### src/hdl/iah_pkg.sv
// Constants and types shared by the acknowledge and halt controller
package iah_pkg;

  localparam int          NUM_SRC   = 8;
  localparam int          SRC_IDX_W = 3;
  localparam int          ACK_CNT_W = 3;
  localparam int          WDT_CNT_W = 3;

  // Acknowledge sequence, counted from its first clock
  localparam int          ACK_CLKS         = 8;
  localparam logic [2:0]  ACK_PUSH_STATUS  = 3'h2;
  localparam logic [2:0]  ACK_PUSH_COUNTER = 3'h4;
  localparam logic [2:0]  ACK_LOAD_VECTOR  = 3'(ACK_CLKS - 1);

  // Wake-up waits after a halt release, in CPU clocks
  localparam int          WAKE_VEC_CLKS    = 1 + ACK_CLKS;
  localparam int          WAKE_CONT_CLKS   = 2;

  // Internal watchdog reset is stretched to this many clocks
  localparam logic [2:0]  WDT_RST_CLKS     = 3'h4;

  localparam logic [NUM_SRC-1:0] FLAGS_RST = 8'h00;
  localparam logic [2:0]         IDX_RST   = 3'h0;

  typedef enum logic [2:0] {
    IAH_IDLE,
    IAH_HALT,
    IAH_WAKE,
    IAH_ACK,
    IAH_RESET
  } iah_state_e;

endpackage

### src/hdl/iah_sync.sv
// Two-flop synchroniser for a level arriving from outside the clock domain
`timescale 1ns/1ps
module iah_sync #(
  parameter logic RST_VAL = 1'b1
) (
  input  wire logic mclk,
  input  wire logic arst_n,
  input  wire logic async_in,
  output logic      sync_out
);

  logic meta;

  always_ff @(posedge mclk or negedge arst_n) begin
    if (!arst_n) begin
      meta     <= RST_VAL;
      sync_out <= RST_VAL;
    end else begin
      meta     <= async_in;
      sync_out <= meta;
    end
  end

endmodule

### src/hdl/iah_ctrl.sv
// Interrupt acknowledge sequencing and halt standby control
`timescale 1ns/1ps
module iah_ctrl (
  input  wire logic                           mclk,
  input  wire logic                           arst_n,
  input  wire logic                           instr_last,
  input  wire logic                           instr_halt,
  input  wire logic                           instr_irq_access,
  input  wire logic                           enable_irq_instruction,
  input  wire logic                           disable_irq_instruction,
  input  wire logic [iah_pkg::NUM_SRC-1:0]    src_event,
  input  wire logic [iah_pkg::NUM_SRC-1:0]    flag_sw_set,
  input  wire logic [iah_pkg::NUM_SRC-1:0]    flag_sw_clr,
  input  wire logic [iah_pkg::NUM_SRC-1:0]    request_mask_bit,
  input  wire logic                           nmi_event,
  input  wire logic                           main_clock_stop_control,
  input  wire logic                           ext_reset_pin_n,
  input  wire logic                           wdt_overflow,
  output logic [iah_pkg::NUM_SRC-1:0]         request_pending_flag,
  output logic                                global_irq_enable_flag,
  output logic                                seq_stall,
  output logic                                cpu_clk_en,
  output logic                                halt_active,
  output logic                                ack_start,
  output logic                                ack_push_status,
  output logic                                ack_push_counter,
  output logic                                ack_load_vector,
  output logic                                ack_is_nmi,
  output logic [iah_pkg::SRC_IDX_W-1:0]       ack_src_idx,
  output logic                                quadrupled_subclock_en,
  output logic                                timer0_external_count_en,
  output logic                                cpu_reset,
  output logic                                reset_vector_load
);
  import iah_pkg::*;

  // Lowest index wins among maskable sources
  function automatic logic [NUM_SRC-1:0] prio_pick(input logic [NUM_SRC-1:0] req);
    logic [NUM_SRC-1:0] pick;
    pick = '0;
    for (int i = NUM_SRC - 1; i >= 0; i--) begin
      if (req[i]) begin
        pick = '0;
        pick[i] = 1'b1;
      end
    end
    return pick;
  endfunction

  function automatic logic [SRC_IDX_W-1:0] onehot_idx(input logic [NUM_SRC-1:0] oh);
    logic [SRC_IDX_W-1:0] idx;
    idx = '0;
    for (int i = 0; i < NUM_SRC; i++) begin
      if (oh[i]) begin
        idx = SRC_IDX_W'(i);
      end
    end
    return idx;
  endfunction

  iah_state_e           state;
  iah_state_e           next_state;
  logic [ACK_CNT_W-1:0] ack_cnt;
  logic [NUM_SRC-1:0]   flags;
  logic                 nmi_pend;
  logic                 enable_flag;
  logic                 ext_reset_n_sync;
  logic [WDT_CNT_W-1:0] wdt_rst_cnt;
  logic                 sys_reset;
  logic                 sys_reset_q;

  wire [NUM_SRC-1:0] eligible;
  wire               any_eligible;
  wire               take_ok;
  wire               halt_release;
  wire               at_boundary;
  wire [NUM_SRC-1:0] take_sel;
  wire [NUM_SRC-1:0] ack_clr;
  wire [NUM_SRC-1:0] next_flags;
  wire               next_nmi_pend;
  wire               next_enable_flag;

  iah_sync #(
    .RST_VAL (1'b0)
  ) u_reset_sync (
    .mclk     (mclk),
    .arst_n   (arst_n),
    .async_in (ext_reset_pin_n),
    .sync_out (ext_reset_n_sync)
  );

  always_ff @(posedge mclk or negedge arst_n) begin
    if (!arst_n) begin
      wdt_rst_cnt <= '0;
    end else if (wdt_overflow) begin
      wdt_rst_cnt <= WDT_RST_CLKS;
    end else if (wdt_rst_cnt != '0) begin
      wdt_rst_cnt <= wdt_rst_cnt - 1'b1;
    end
  end

  assign sys_reset = !ext_reset_n_sync || (wdt_rst_cnt != '0);

  assign eligible     = flags & ~request_mask_bit;
  assign any_eligible = |eligible;
  assign take_ok      = nmi_pend || (enable_flag && any_eligible);
  // release on unmasked or non-maskable request
  assign halt_release = nmi_pend || any_eligible;
  // boundary uses flags registered before the last clock
  assign at_boundary  = (state == IAH_IDLE) && instr_last && !instr_irq_access;
  assign take_sel     = nmi_pend ? '0 : prio_pick(eligible);

  assign ack_start = !sys_reset && take_ok && (at_boundary || state == IAH_WAKE);

  always_comb begin
    next_state = state;
    if (sys_reset) begin
      next_state = IAH_RESET;
    end else begin
      unique case (state)
        IAH_RESET: next_state = IAH_IDLE;
        IAH_IDLE: begin
          if (at_boundary && take_ok) begin
            next_state = IAH_ACK;
          // halt only once the instruction completes, no pending release
          end else if (at_boundary && instr_halt && !halt_release) begin
            next_state = IAH_HALT;
          end
        end
        // masked requests leave halt in force
        IAH_HALT: next_state = halt_release ? IAH_WAKE : IAH_HALT;
        // one wake clock, then vectored or continue
        IAH_WAKE: next_state = take_ok ? IAH_ACK : IAH_IDLE;
        IAH_ACK:  next_state = (ack_cnt == ACK_LOAD_VECTOR) ? IAH_IDLE : IAH_ACK;
      endcase
    end
  end

  always_ff @(posedge mclk or negedge arst_n) begin
    if (!arst_n) begin
      state   <= IAH_RESET;
      ack_cnt <= '0;
    end else begin
      state   <= next_state;
      ack_cnt <= (state == IAH_ACK) ? ack_cnt + 1'b1 : '0;
    end
  end

  // flag cleared on acknowledge, a new event still wins
  assign ack_clr    = ack_start ? take_sel : '0;
  assign next_flags = sys_reset ? FLAGS_RST
                    : ((flags & ~flag_sw_clr & ~ack_clr) | src_event | flag_sw_set);
  assign next_nmi_pend = !sys_reset && ((nmi_pend && !(ack_start && nmi_pend)) || nmi_event);

  // enable set only by instruction, cleared by ack
  assign next_enable_flag = sys_reset ? 1'b0
                          : ack_start ? 1'b0
                          : (state == IAH_IDLE && enable_irq_instruction) ? 1'b1
                          : (state == IAH_IDLE && disable_irq_instruction) ? 1'b0
                          : enable_flag;

  // enable holds while halted; flags still take new events and clears
  always_ff @(posedge mclk or negedge arst_n) begin
    if (!arst_n) begin
      flags       <= FLAGS_RST;
      nmi_pend    <= 1'b0;
      enable_flag <= 1'b0;
    end else begin
      flags       <= next_flags;
      nmi_pend    <= next_nmi_pend;
      enable_flag <= next_enable_flag;
    end
  end

  always_ff @(posedge mclk or negedge arst_n) begin
    if (!arst_n) begin
      ack_is_nmi  <= 1'b0;
      ack_src_idx <= IDX_RST;
      sys_reset_q <= 1'b1;
    end else begin
      sys_reset_q <= sys_reset;
      if (ack_start) begin
        ack_is_nmi  <= nmi_pend;
        ack_src_idx <= onehot_idx(take_sel);
      end
    end
  end

  // status push, counter push, then vector load
  assign ack_push_status  = (state == IAH_ACK) && (ack_cnt == ACK_PUSH_STATUS);
  assign ack_push_counter = (state == IAH_ACK) && (ack_cnt == ACK_PUSH_COUNTER);
  assign ack_load_vector  = (state == IAH_ACK) && (ack_cnt == ACK_LOAD_VECTOR);

  assign request_pending_flag   = flags;
  assign global_irq_enable_flag = enable_flag;
  assign seq_stall              = state != IAH_IDLE;
  // CPU clock gated in halt and wake
  assign cpu_clk_en             = (state != IAH_HALT) && (state != IAH_WAKE);
  assign halt_active            = state == IAH_HALT;
  assign quadrupled_subclock_en = state != IAH_HALT;
  // pin counting in halt only with main clock running
  assign timer0_external_count_en = (state != IAH_HALT) || !main_clock_stop_control;
  // reset leaves halt and fetches reset vector
  assign cpu_reset         = sys_reset;
  assign reset_vector_load = sys_reset_q && !sys_reset;
endmodule

### config.mk
export PLATFORM = sky130hd
export DESIGN_NAME = iah_ctrl
export DESIGN_NICKNAME = d
export VERILOG_FILES = /design/src/hdl/iah_pkg.sv /design/src/hdl/iah_sync.sv /design/src/hdl/iah_ctrl.sv
export SDC_FILE = /design/constraint.sdc
export NUM_CORES = 1
export LEC_CHECK = 0
export BUFFER_PORTS_ARGS = -buffer_cell sky130_fd_sc_hd__buf_2
export CORE_MARGIN = 2
export CORE_UTILIZATION = 35
export CTS_CLUSTER_DIAMETER = 80
export DETAILED_ROUTE_END_ITERATION = 7
export SYNTH_ARGS = -nofsm -noshare
export SYNTH_HDL_FRONTEND = slang
export SYNTH_SLANG_ARGS = --single-unit
### constraint.sdc
create_clock -name mclk -period 2.7 [get_ports mclk]
set_input_delay 0.54 -clock mclk [delete_from_list [all_inputs] [get_ports mclk]]
set_output_delay 0.54 -clock mclk [all_outputs]
set_load 0.1 [all_outputs]
# Word level (Yosys, flattened, before mapping)
# Cells that the tools add are included.
# totals
out_inout_bits	24
inputBits	43
wordCells	99
ff_bits	26
# classes
n_bitwise	8
n_reduce_logical	36
n_eq_ne	10
mux	32
add_sub_neg	2
# op_table
cell	count
two-way mux 8 bit	11
two-way mux 3 bit	12
AND 8 bit	3
inverter 8 bit	3
logical AND 1 bit	18
bitwise OR 8 bit	2
case mux 3 bit (5 select lines)	1
== test 3 x 2 -> 1 bit (second input constant)	3
== test 3 bit (second input constant)	3
OR reduction 8 bit	1
zero test 1 bit	6
logical OR 1 bit	6
two-way mux 2 bit	3
nonzero test 3 bit	2
two-way mux 1 bit	5
inequality test 4 x 2 -> 1 bit (second input constant)	1
nonzero test 4 bit	1
adder 3 x 1 -> 3 bit (second input constant)	1
== test 3 x 1 -> 1 bit (second input constant)	1
zero test 3 bit	1
inequality test 3 x 1 -> 1 bit (second input constant)	1
inequality test 3 x 2 -> 1 bit (second input constant)	1
subtractor 3 x 1 -> 3 bit (second input constant)	1
nonzero test 2 bit	1

# Longest topological paths before layout
# Gate-level depths: netlist (run 1).
# logic_depth
word_depth	18
ltp_mapped	8
ltp_nobuf	6

# Modules after synthesis
# Synthesis (run 1) repeated with hierarchy kept, for this count alone.
# unflattened
cells_unflattened	162
hier_area_um2	1540.2
# modules_own_cells
module	n_inst	seq_area_each_um2	area_per_inst_um2	cells_each
iah_ctrl	1	603.1	1490.2	160
iah_sync	1	50.0	50.0	2

# Worst setup path before layout (run 1)
# No wires, ideal clock.
# synth_path
kind	reg-to-output
start	register state[0]
end	output port timer0_external_count_en
path_slack_ns	-2.231
t_arrival_ns	4.391
path_buffers	1
stages_incl_launch_ff	4
required_ns	2.160
cell_sequence	dfrtp_1 > clkbuf_1 > nor3b_1 > nand2_1
# synth_between
elab_chain_cells	2
# synth_rtl
element	line_no	source
start, declared	iah_ctrl.sv:61	iah_state_e state;
start signal, assigned	iah_ctrl.sv:144	state <= next_state;
inequality test 3 x 1 -> 1 bit	iah_ctrl.sv:202	assign timer0_external_count_en = (state != IAH_HALT) || !main_clock_stop_control;
logical OR 1 bit	iah_ctrl.sv:202	
end, declared	iah_ctrl.sv:31	output logic timer0_external_count_en,
# Every way passes these cells.

# Worst setup path after layout (run 1)
# layout_path
start	register flags[6] (netlist: request_pending_flag[6])
end	output port ack_start
# layout_between
elab_chain_cells	6
# layout_rtl
element	line_no	source
start, declared	iah_ctrl.sv:64	logic [NUM_SRC-1:0] flags;
start signal, assigned	iah_ctrl.sv:169	flags <= next_flags;
AND 8 bit	iah_ctrl.sv:104	assign eligible = flags & ~request_mask_bit;
OR reduction 8 bit	iah_ctrl.sv:105	assign any_eligible = |eligible;
logical AND 1 bit	iah_ctrl.sv:106	assign take_ok = nmi_pend || (enable_flag && any_eligible);
logical OR 1 bit	iah_ctrl.sv:106	
logical AND 1 bit (2 in a row)	iah_ctrl.sv:113	assign ack_start = !sys_reset && take_ok && (at_boundary || state == IAH_WAKE);
end, declared	iah_ctrl.sv:24	output logic ack_start,
# Every way passes these cells.

==> results of run 1 <==
-- routing by layer --
metal	up-vias	global-route usage (%)	part of all wire [%]	wire [um]
met5	-	0	0	0
met4	0	2.61	0.55	19
met3	4	3.63	6.3	220
met2	41	24.5	48	1650
met1	611	19.9	46	1580
li1	676	-	-	-
-- power breakdown --
part,switching (mW),leakage [nW],internal [mW]
registers,0.0383,0.342,0.443
logic,0.398,0.641,0.163
clock network,0.117,0.0288,0.130
-- layout by cell type (no fill, tap or decap), types with 3 or more instances in the layout --
master,count
nand2_1,4
nor2_1,13
nor2b_1,9
and3_1,4
buf_4,5
ha_1,6
mux2_4,4
nand2b_1,5
o31ai_1,3
dfrtp_1,23
inv_1,13
a211oi_1,4
nor3_1,6
a21oi_1,11
buf_2,65
clkbuf_8,4
nand3_1,4
-- flip-flops by register name (all words and copies together), names as in the netlist --
name                    flops
ack_cnt                     3
wdt_rst_cnt                 3
global_irq_enable_flag      1
ack_src_idx                 3
nmi_pend                    1
request_pending_flag        8
sys_reset_q                 1
state                       3
u_reset_sync.sync_out       1
u_reset_sync.meta           1
ack_is_nmi                  1
-- cells by family after synthesis --
group | count (synthesis) | share of synthesized area [%]
and+or+nand+nor | 61 | 24.9
AOI/OAI and AO/OA | 33 | 15.8
DFF | 26 | 43.4
buffers and inverters | 19 | 5.74
adders and majority gates | 6 | 4.99
muxes | 4 | 3.99
xor gates and xnor gates | 2 | 1.16
-- final cells by class --
class | count | area share (%)
clock buffer | 4 | 2.76
inverter | 15 | 3.01
multi-input combinational | 106 | 39.2
sequential | 26 | 32.8
tap | 50 | 3.13
timing repair buffer | 71 | 19.2
-- worst max-delay path: cells and delay by family, from the launching register on --
kind / cells / cell delay (ns)
buffers and inverters: 1 / 0.17
and+or+nand+nor: 3 / 0.68
AOI/OAI and AO/OA: 2 / 0.41
DFF: 1 / 0.40
-- through the flow --
step           hold slack (ns)  setup TNS, ns  std cells
6_report                 0.252              0        272
2_1_floorplan            0.244         -0.266        151
3_5_place_dp             0.343              0        268
3_3_place_gp             0.335              0        268
4_1_cts                  0.269              0        272
5_1_grt                  0.282              0        272
-- repair_timing --
item                       4_1_cts  5_1_grt
resized for setup                0        1
hold buffers                     0        0
setup endpoints to repair        0        2
-- worst min-delay path by stage --
stage                      startpoint                       to  slack, ns  depth (start not counted)
floorplan                      arst_n               ack_cnt[0]       0.24                          0
global placement    u_reset_sync.meta    u_reset_sync.sync_out       0.33                          0
global route                   arst_n    u_reset_sync.sync_out       0.28                          1
CTS                            arst_n  request_pending_flag[5]       0.27                          1
detailed placement  u_reset_sync.meta    u_reset_sync.sync_out       0.34                          0
finish                         arst_n           wdt_rst_cnt[1]       0.25                          1
==> results.toml, run 1 <==
[placed_design]
place_area_um2 = 1940
gp_congestion = 0.754
port_buffers = 66
pre_cts_ws_ns = 0.356
place_hpwl_um = 2790

[critical_path]
rrSetupSlack_ns = 0.75
rr_worst_depth = 6
worst_setup_path_start_kind = "flop"
rr_endpoint = "state[0]"
cp-end-kind = "primary output"
crit_end = "ack_start"
crit_type = "flop to primary output"
worstPathCellList = "nor2b_4 > nor4_4 > a41oi_1 > o21ba_1 > and2_4 > buf_12"
cp_slowest_cell = "dfrtp_1"
path_max_fanout = 6
required_ns = 2.16
crit_start = "request_pending_flag[6]"
cp_slowest_stage_delay_ns = 0.40
arrival_ns = 1.94
reg2reg_from = "request_pending_flag[2]"

[yosys]
yosys.area.top_type = "dfrtp_1"
async_flop_share_pct = 100
syn-num-nets = 200
yosysMostFrequentCell = "dfrtp_1"
synth_edf_count = 0
ys_ff_latch = 26
yosysSeqAreaShare_pct = 43.4
synth_top_cell_area_share_pct = 39.9
synthCells = 151
synth_flop_cell = "dfrtp_1"
synthTopCellsByCount = "dfrtp_1, inv_1, nor2_1"
synth_area_leaders = "dfrtp_1, ha_1, mux2_4, nor2b_1, a21oi_1"
syn_area_per_cell_um2 = 9.97
synth.distinct_cells = 45
syn_area_um2 = 1510
yosysWarnings = 0

[detailed_routing]
drc_errors = 0
viasPerCell = 4.90
num_vias = 1332
routed_wl_um = 3470
dr.pass1.iters = 4
avgRoutedWirePerCell_um = 12.7
drt-initial-drc-count = 69
ant_nets = 0

[layout]
diodes = 0
nets = 272
drive_gt1_share_pct = 41.4
syn_to_final_growth_pct = 32.7
seq_area_um2 = 654
final_util_pct = 49.2
multiInputGateArea_um2 = 782
final_cell_area_um2 = 2000
nFillCells = 404

[power]
p_per_area_nw_per_um2 = 646
p_total_mw = 1.29
peakVddDrop_mv = 0.465
leakage_nw = 1.01

[sta]
slew_violations = 0
slew_headroom_pct = 63.3
setup_ws_ns = 0.221
rsz0062_at_grt = "no"
setup_viol = 0
hold_viol = 0
post-route-period-util_pct = 91.8
skew_ns = 0.00248
worst_pin_slew_ns = 0.551
max_freq_ghz = 0.403
fin_crit_ns = 2.48

[floorplan]
start_util_pct = 37.1
die_w_um = 69.6
boundaryPins = 67
core_area_um2 = 4060
die_area_um2 = 4840
die_y_um = 69.6
row_count = 23

[run_status]
outcome = "finished clean"

[global_route]
grt_pass1_vias = 1294
antenna_found_initial = 0
grt_usage_pct = 14.8
gr-total-overflow = 0
grt_pass1_wl_um = 5810
grt_max_degree = 27

[flow_run]
drv_cap = 0

[clocking]
clock-sinks = 26
clockBufferDepth = 2
cts_buffers = 3
clk_pin_slew_worst_paths_ns = 0.09
cts_tree = "yes"
clock_latency_ns = 0.27
post_cts_buffers = 0
htreeDepth = 1
root_buffer = "clkbuf_8"

[min_path]
hp-class = "input port to async pin"
Power figures use the tool's default switching activity.
==> run 2, diff against run 1 <==
CORE_ASPECT_RATIO = 1.75   (was unset)
CORE_MARGIN = 1.5   (was 2)
PLACE_DENSITY = 0.68   (was unset)
==> run 2 against run 1 <==
Effect of this change: register-to-register slack got worse by 0.06 ns; routed wire length up 2.4%; global-route usage increased by 1.3 points; utilization down 0.86 points; critical path type unchanged.
==> results.toml, run 2 (synthesis gave the netlist of run 1 again) <==
[sta]
skew_ns = 0.00232
post-route-period-util_pct = 91.3
hold_viol = 0
fin_crit_ns = 2.47
slew_violations = 0
setup_viol = 0
worst_pin_slew_ns = 0.571
rsz0062_at_grt = "no"
max_freq_ghz = 0.406
slew_headroom_pct = 62.0

[power]
power_frac_comb_pct = 41.0
p_sw_share_pct = 41.4
peakVddDrop_mv = 0.507
clock_power_share_pct = 23.6
p_total_mw = 1.36
p_seq_share_pct = 35.4
leakage_nw = 1.02
p_int_uw = 797
switchingPower_uw = 562
p_per_area_nw_per_um2 = 678

[floorplan]
die_area_um2 = 4720
die_y_um = 89.8
core_area_um2 = 4150
start_util_pct = 36.3
row_count = 31
die_w_um = 52.6
boundaryPins = 67

[critical_path]
required_ns = 2.16
cp-end-kind = "primary output"
crit_type = "flop to primary output"
worst_setup_path_start_kind = "flop"
rrSetupSlack_ns = 0.69
arrival_ns = 1.93
path_max_fanout = 6

[detailed_routing]
num_vias = 1356
dr.pass1.iters = 4
viasPerCell = 5.02
routed_wl_um = 3550
drt-initial-drc-count = 18
avgRoutedWirePerCell_um = 13.1
ant_nets = 0
drc_errors = 0

[layout]
nFillCells = 399
diodes = 0
layout_commonest_cell = "buf_2"
syn_to_final_growth_pct = 33.3
seq_area_um2 = 654
drive_gt1_share_pct = 41.6
nets = 271
final_cells = 270
final_cell_area_um2 = 2010
layout_common_cells = "buf_2, dfrtp_1, inv_1, nor2_1, a21oi_1"
multiInputGateArea_um2 = 785
largest_reg_flops = 8
final_util_pct = 48.4

[global_route]
use_met1_pct = 18.3
grt_pass1_vias = 1291
grt_usage_pct = 16.1
grt_pass1_wl_um = 5730
grtUsageMet3_pct = 2.16
antenna_found_initial = 0
grt_max_degree = 27
gr-total-overflow = 0
grt-busiest-layer = "met2"
gr-usage-met2_pct = 28.4

[placed_design]
place_hpwl_um = 2940
gp_congestion = 0.793
place_area_um2 = 1930
dp.cells = 266
port_buffers = 66

[clocking]
clockBufferDepth = 2
clock_latency_ns = 0.27
clk_pin_slew_worst_paths_ns = 0.09
cts_tree = "yes"
post_cts_buffers = 0
clock-sinks = 26
cts_buffers = 3
htreeDepth = 1
root_buffer = "clkbuf_8"
cts_hold_buf = 0

[min_path]
hp-class = "input port to async pin"

[flow_run]
drv_cap = 0

[run_status]
outcome = "finished clean"
[run 2: worst paths after layout]
path / end / cells past startpoint / start
setup reg to reg: state[0] / 6 / request_pending_flag[0]
hold reg to reg: u_reset_sync.sync_out / 0 / u_reset_sync.meta
min in group mclk: u_reset_sync.sync_out / 0 / u_reset_sync.meta
max in group asynchronous: request_pending_flag[2] / 1 / arst_n
setup / recovery: ack_start / 6 / request_pending_flag[6]
hold / removal: request_pending_flag[4] / 1 / arst_n
[run 2: metrics by stage]
stage               hold WS [ns]  setup slack, ns  setup TNS, ns
CTS                        0.272           0.0340              0
global placement           0.332            0.355              0
detailed placement         0.346            0.348              0
floorplan                  0.244           -0.147         -0.266
global route               0.295            0.116              0
finish                     0.251            0.235              0
[run 2: layout make-up]
cell class / count / area share (%)
Clock buffer: 3 / 2.06
Clock inverter: 1 / 1.50
Inverter: 15 / 2.99
Multi-Input combinational cell: 106 / 39.1
Sequential cell: 26 / 32.6
Tap cell: 49 / 3.05
Timing Repair Buffer: 70 / 18.7
[run 2: critical path: stages, from the launching register on]
cell and delay [ns]:
dfrtp_1 0.40, nor2b_4 0.15, nor4_4 0.34, a41oi_1 0.17
o21ba_1 0.21, and2_4 0.20, buf_12 0.17
[run 2: power by group through the flow]
stage | logic (mW) | clock network, mW | registers (mW)
3_5_place_dp | 0.561 | 0 | 0.488
3_3_place_gp | 0.554 | 0 | 0.487
6_report | 0.558 | 0.321 | 0.481
4_1_cts | 0.562 | 0.331 | 0.481
2_1_floorplan | 0.284 | 0 | 0.625
5_1_grt | 0.596 | 0.346 | 0.490
[run 2: layer usage]
metal	wire length (um)	share of wire, %
met1	1380	39
met4	72	2.0
met5	0	0
met2	1950	55
met3	145	4.1
[run 2: timing repair]
item / 4_1_cts / 5_1_grt
resized for setup: 0 / 2
endpoints found under the hold margin: 0 / 0
setup endpoints to repair: 0 / 2
==> run 3, diff against run 2 <==
CORE_MARGIN = unset   (was 1.5)
clock period = 2.93 ns   (was 2.7 ns; I/O delays follow)
==> run 3 against run 2 <==
Effect of this change: via count is 0.29% higher; hold slack better by 0.055 ns; non-clock buffer count stayed put; cell area is 0.37% lower; largest cell class unchanged.
==> results.toml, run 3 (synthesis gave the netlist of run 1 again) <==
[clocking]
cts_hold_buf = 0
clock-sinks = 26
htreeDepth = 1
cts_tree = "yes"
clock_latency_ns = 0.27
root_buffer = "clkbuf_8"
clockBufferDepth = 2
post_cts_buffers = 0
cts-resized-gates = 0
cts_buffers = 3
clk_pin_slew_worst_paths_ns = 0.09

[flow_run]
drv_cap = 0

[sta]
post-route-period-util_pct = 86.8
max_freq_ghz = 0.393
rsz0062_at_grt = "no"
slew_headroom_pct = 60.6
skew_ns = 0.00249
setup_viol = 0
hold_viol = 0
finalSetupTns_ns = 0
fin_crit_ns = 2.54
slew_violations = 0
worst_pin_slew_ns = 0.591

[global_route]
grt_pass1_vias = 1330
grt_pass1_wl_um = 5840
gr-total-overflow = 0
grt_max_degree = 27
grt_usage_pct = 17.3
antenna_found_initial = 0

[critical_path]
crit_family = "buffers and inverters"
cp_slowest_cell = "dfrtp_1"
rr_worst_depth = 8
required_ns = 2.34
crit_end = "cpu_reset"
cp-end-kind = "primary output"
path_max_fanout = 5
cp_slowest_stage_delay_ns = 0.38
cp.depth = 7
arrival_ns = 1.96
worstPathCellList = "inv_1 > ha_1 > nor2b_1 > buf_4 > and2_0 > clkinv_1 > buf_2"
crit_type = "flop to primary output"
reg2reg_from = "wdt_rst_cnt[0]"
rrSetupSlack_ns = 0.79
crit_start = "wdt_rst_cnt[0]"
crit_buf_inv = 4
rr_endpoint = "state[1]"
worst_setup_path_start_kind = "flop"

[floorplan]
die_area_um2 = 4580
die_y_um = 88.8
core_area_um2 = 4110
row_count = 31
die_w_um = 51.6
start_util_pct = 36.6
boundaryPins = 67

[power]
switchingPower_uw = 531
p_int_uw = 739
p_per_area_nw_per_um2 = 635
leakage_nw = 1.01
power_frac_comb_pct = 41.3
p_total_mw = 1.27
p_seq_share_pct = 35.0
peakVddDrop_mv = 0.309
clock_power_share_pct = 23.7
p_sw_share_pct = 41.8

[layout]
syn_to_final_growth_pct = 32.8
nets = 271
diodes = 0
largest_reg_flops = 8
drive_gt1_share_pct = 40.3
layout_common_cells = "buf_2, dfrtp_1, inv_1"
final_cells = 270
layout_commonest_cell = "buf_2"

[detailed_routing]
num_vias = 1360
drc_errors = 0
avgRoutedWirePerCell_um = 13.5
dr.pass1.iters = 4
drt-initial-drc-count = 27
routed_wl_um = 3660
ant_nets = 0
viasPerCell = 5.04

[placed_design]
dp.cells = 266
place_hpwl_um = 2940
port_buffers = 66
gp_congestion = 0.792

[run_status]
outcome = "finished clean"

[min_path]
hp-class = "input port to async pin"
run 3: cell types whose count changed in the layout (fill, tap and decap cells not counted), sizes merged:
cell / previous run / this run
clkinvlp: 1 / 0
inv: 13 / 14
run 3: cell type report:
class / instances / area (um2)
Clock inverter: 1 / 30.0
Tap cell: 49 / 61.3
Sequential cell: 26 / 653
Clock buffer: 3 / 41.3
Fill cell: 414 / 2110
Inverter: 15 / 56.3
Timing Repair Buffer: 70 / 375
Multi-Input combinational cell: 106 / 782
run 3: how the worst min path moves through the flow:
stage	endpoint	slack [ns]
2_1_floorplan	ack_cnt[0]	0.29
3_3_place_gp	u_reset_sync.sync_out	0.34
3_5_place_dp	u_reset_sync.sync_out	0.35
4_1_cts	request_pending_flag[5]	0.32
5_1_grt	request_pending_flag[4]	0.34
6_report	request_pending_flag[4]	0.31
run 3: through the flow:
stage | hold WS (ns) | instance area (um2) | util, % | setup slack (ns)
2_1_floorplan | 0.290 | 1520 | - | -0.0451
3_3_place_gp | 0.343 | 1930 | 46.9 | 0.484
3_5_place_dp | 0.348 | 1930 | 46.9 | 0.480
4_1_cts | 0.324 | 2000 | 48.6 | 0.362
5_1_grt | 0.342 | 2000 | 48.6 | 0.252
6_report | 0.306 | 2000 | 48.6 | 0.387
run 3: power groups by stage:
stage	sequential, mW	clock [mW]	combinational, mW
4_1_cts	0.445	0.304	0.529
6_report	0.445	0.301	0.524
3_5_place_dp	0.451	0	0.528
3_3_place_gp	0.449	0	0.517
2_1_floorplan	0.575	0	0.261
5_1_grt	0.452	0.325	0.559
run 3: metal layers:
layer | GRT usage, % | vias up | share of wire, %
met3 | 1.89 | 7 | 3.9
met1 | 19.1 | 634 | 38
met4 | 8.60 | 0 | 2.5
met2 | 31.9 | 41 | 55
met5 | 0 | - | 0
li1 | - | 678 | -
run 3: worst reg2reg max path: stages (launching register included):
cell	delay, ns
dfrtp_1	0.38
inv_1	0.11
ha_1	0.17
nor2b_1	0.12
buf_4	0.14
and2_0	0.28
clkinv_1	0.16
buf_4	0.20
a2111oi_0	0.43
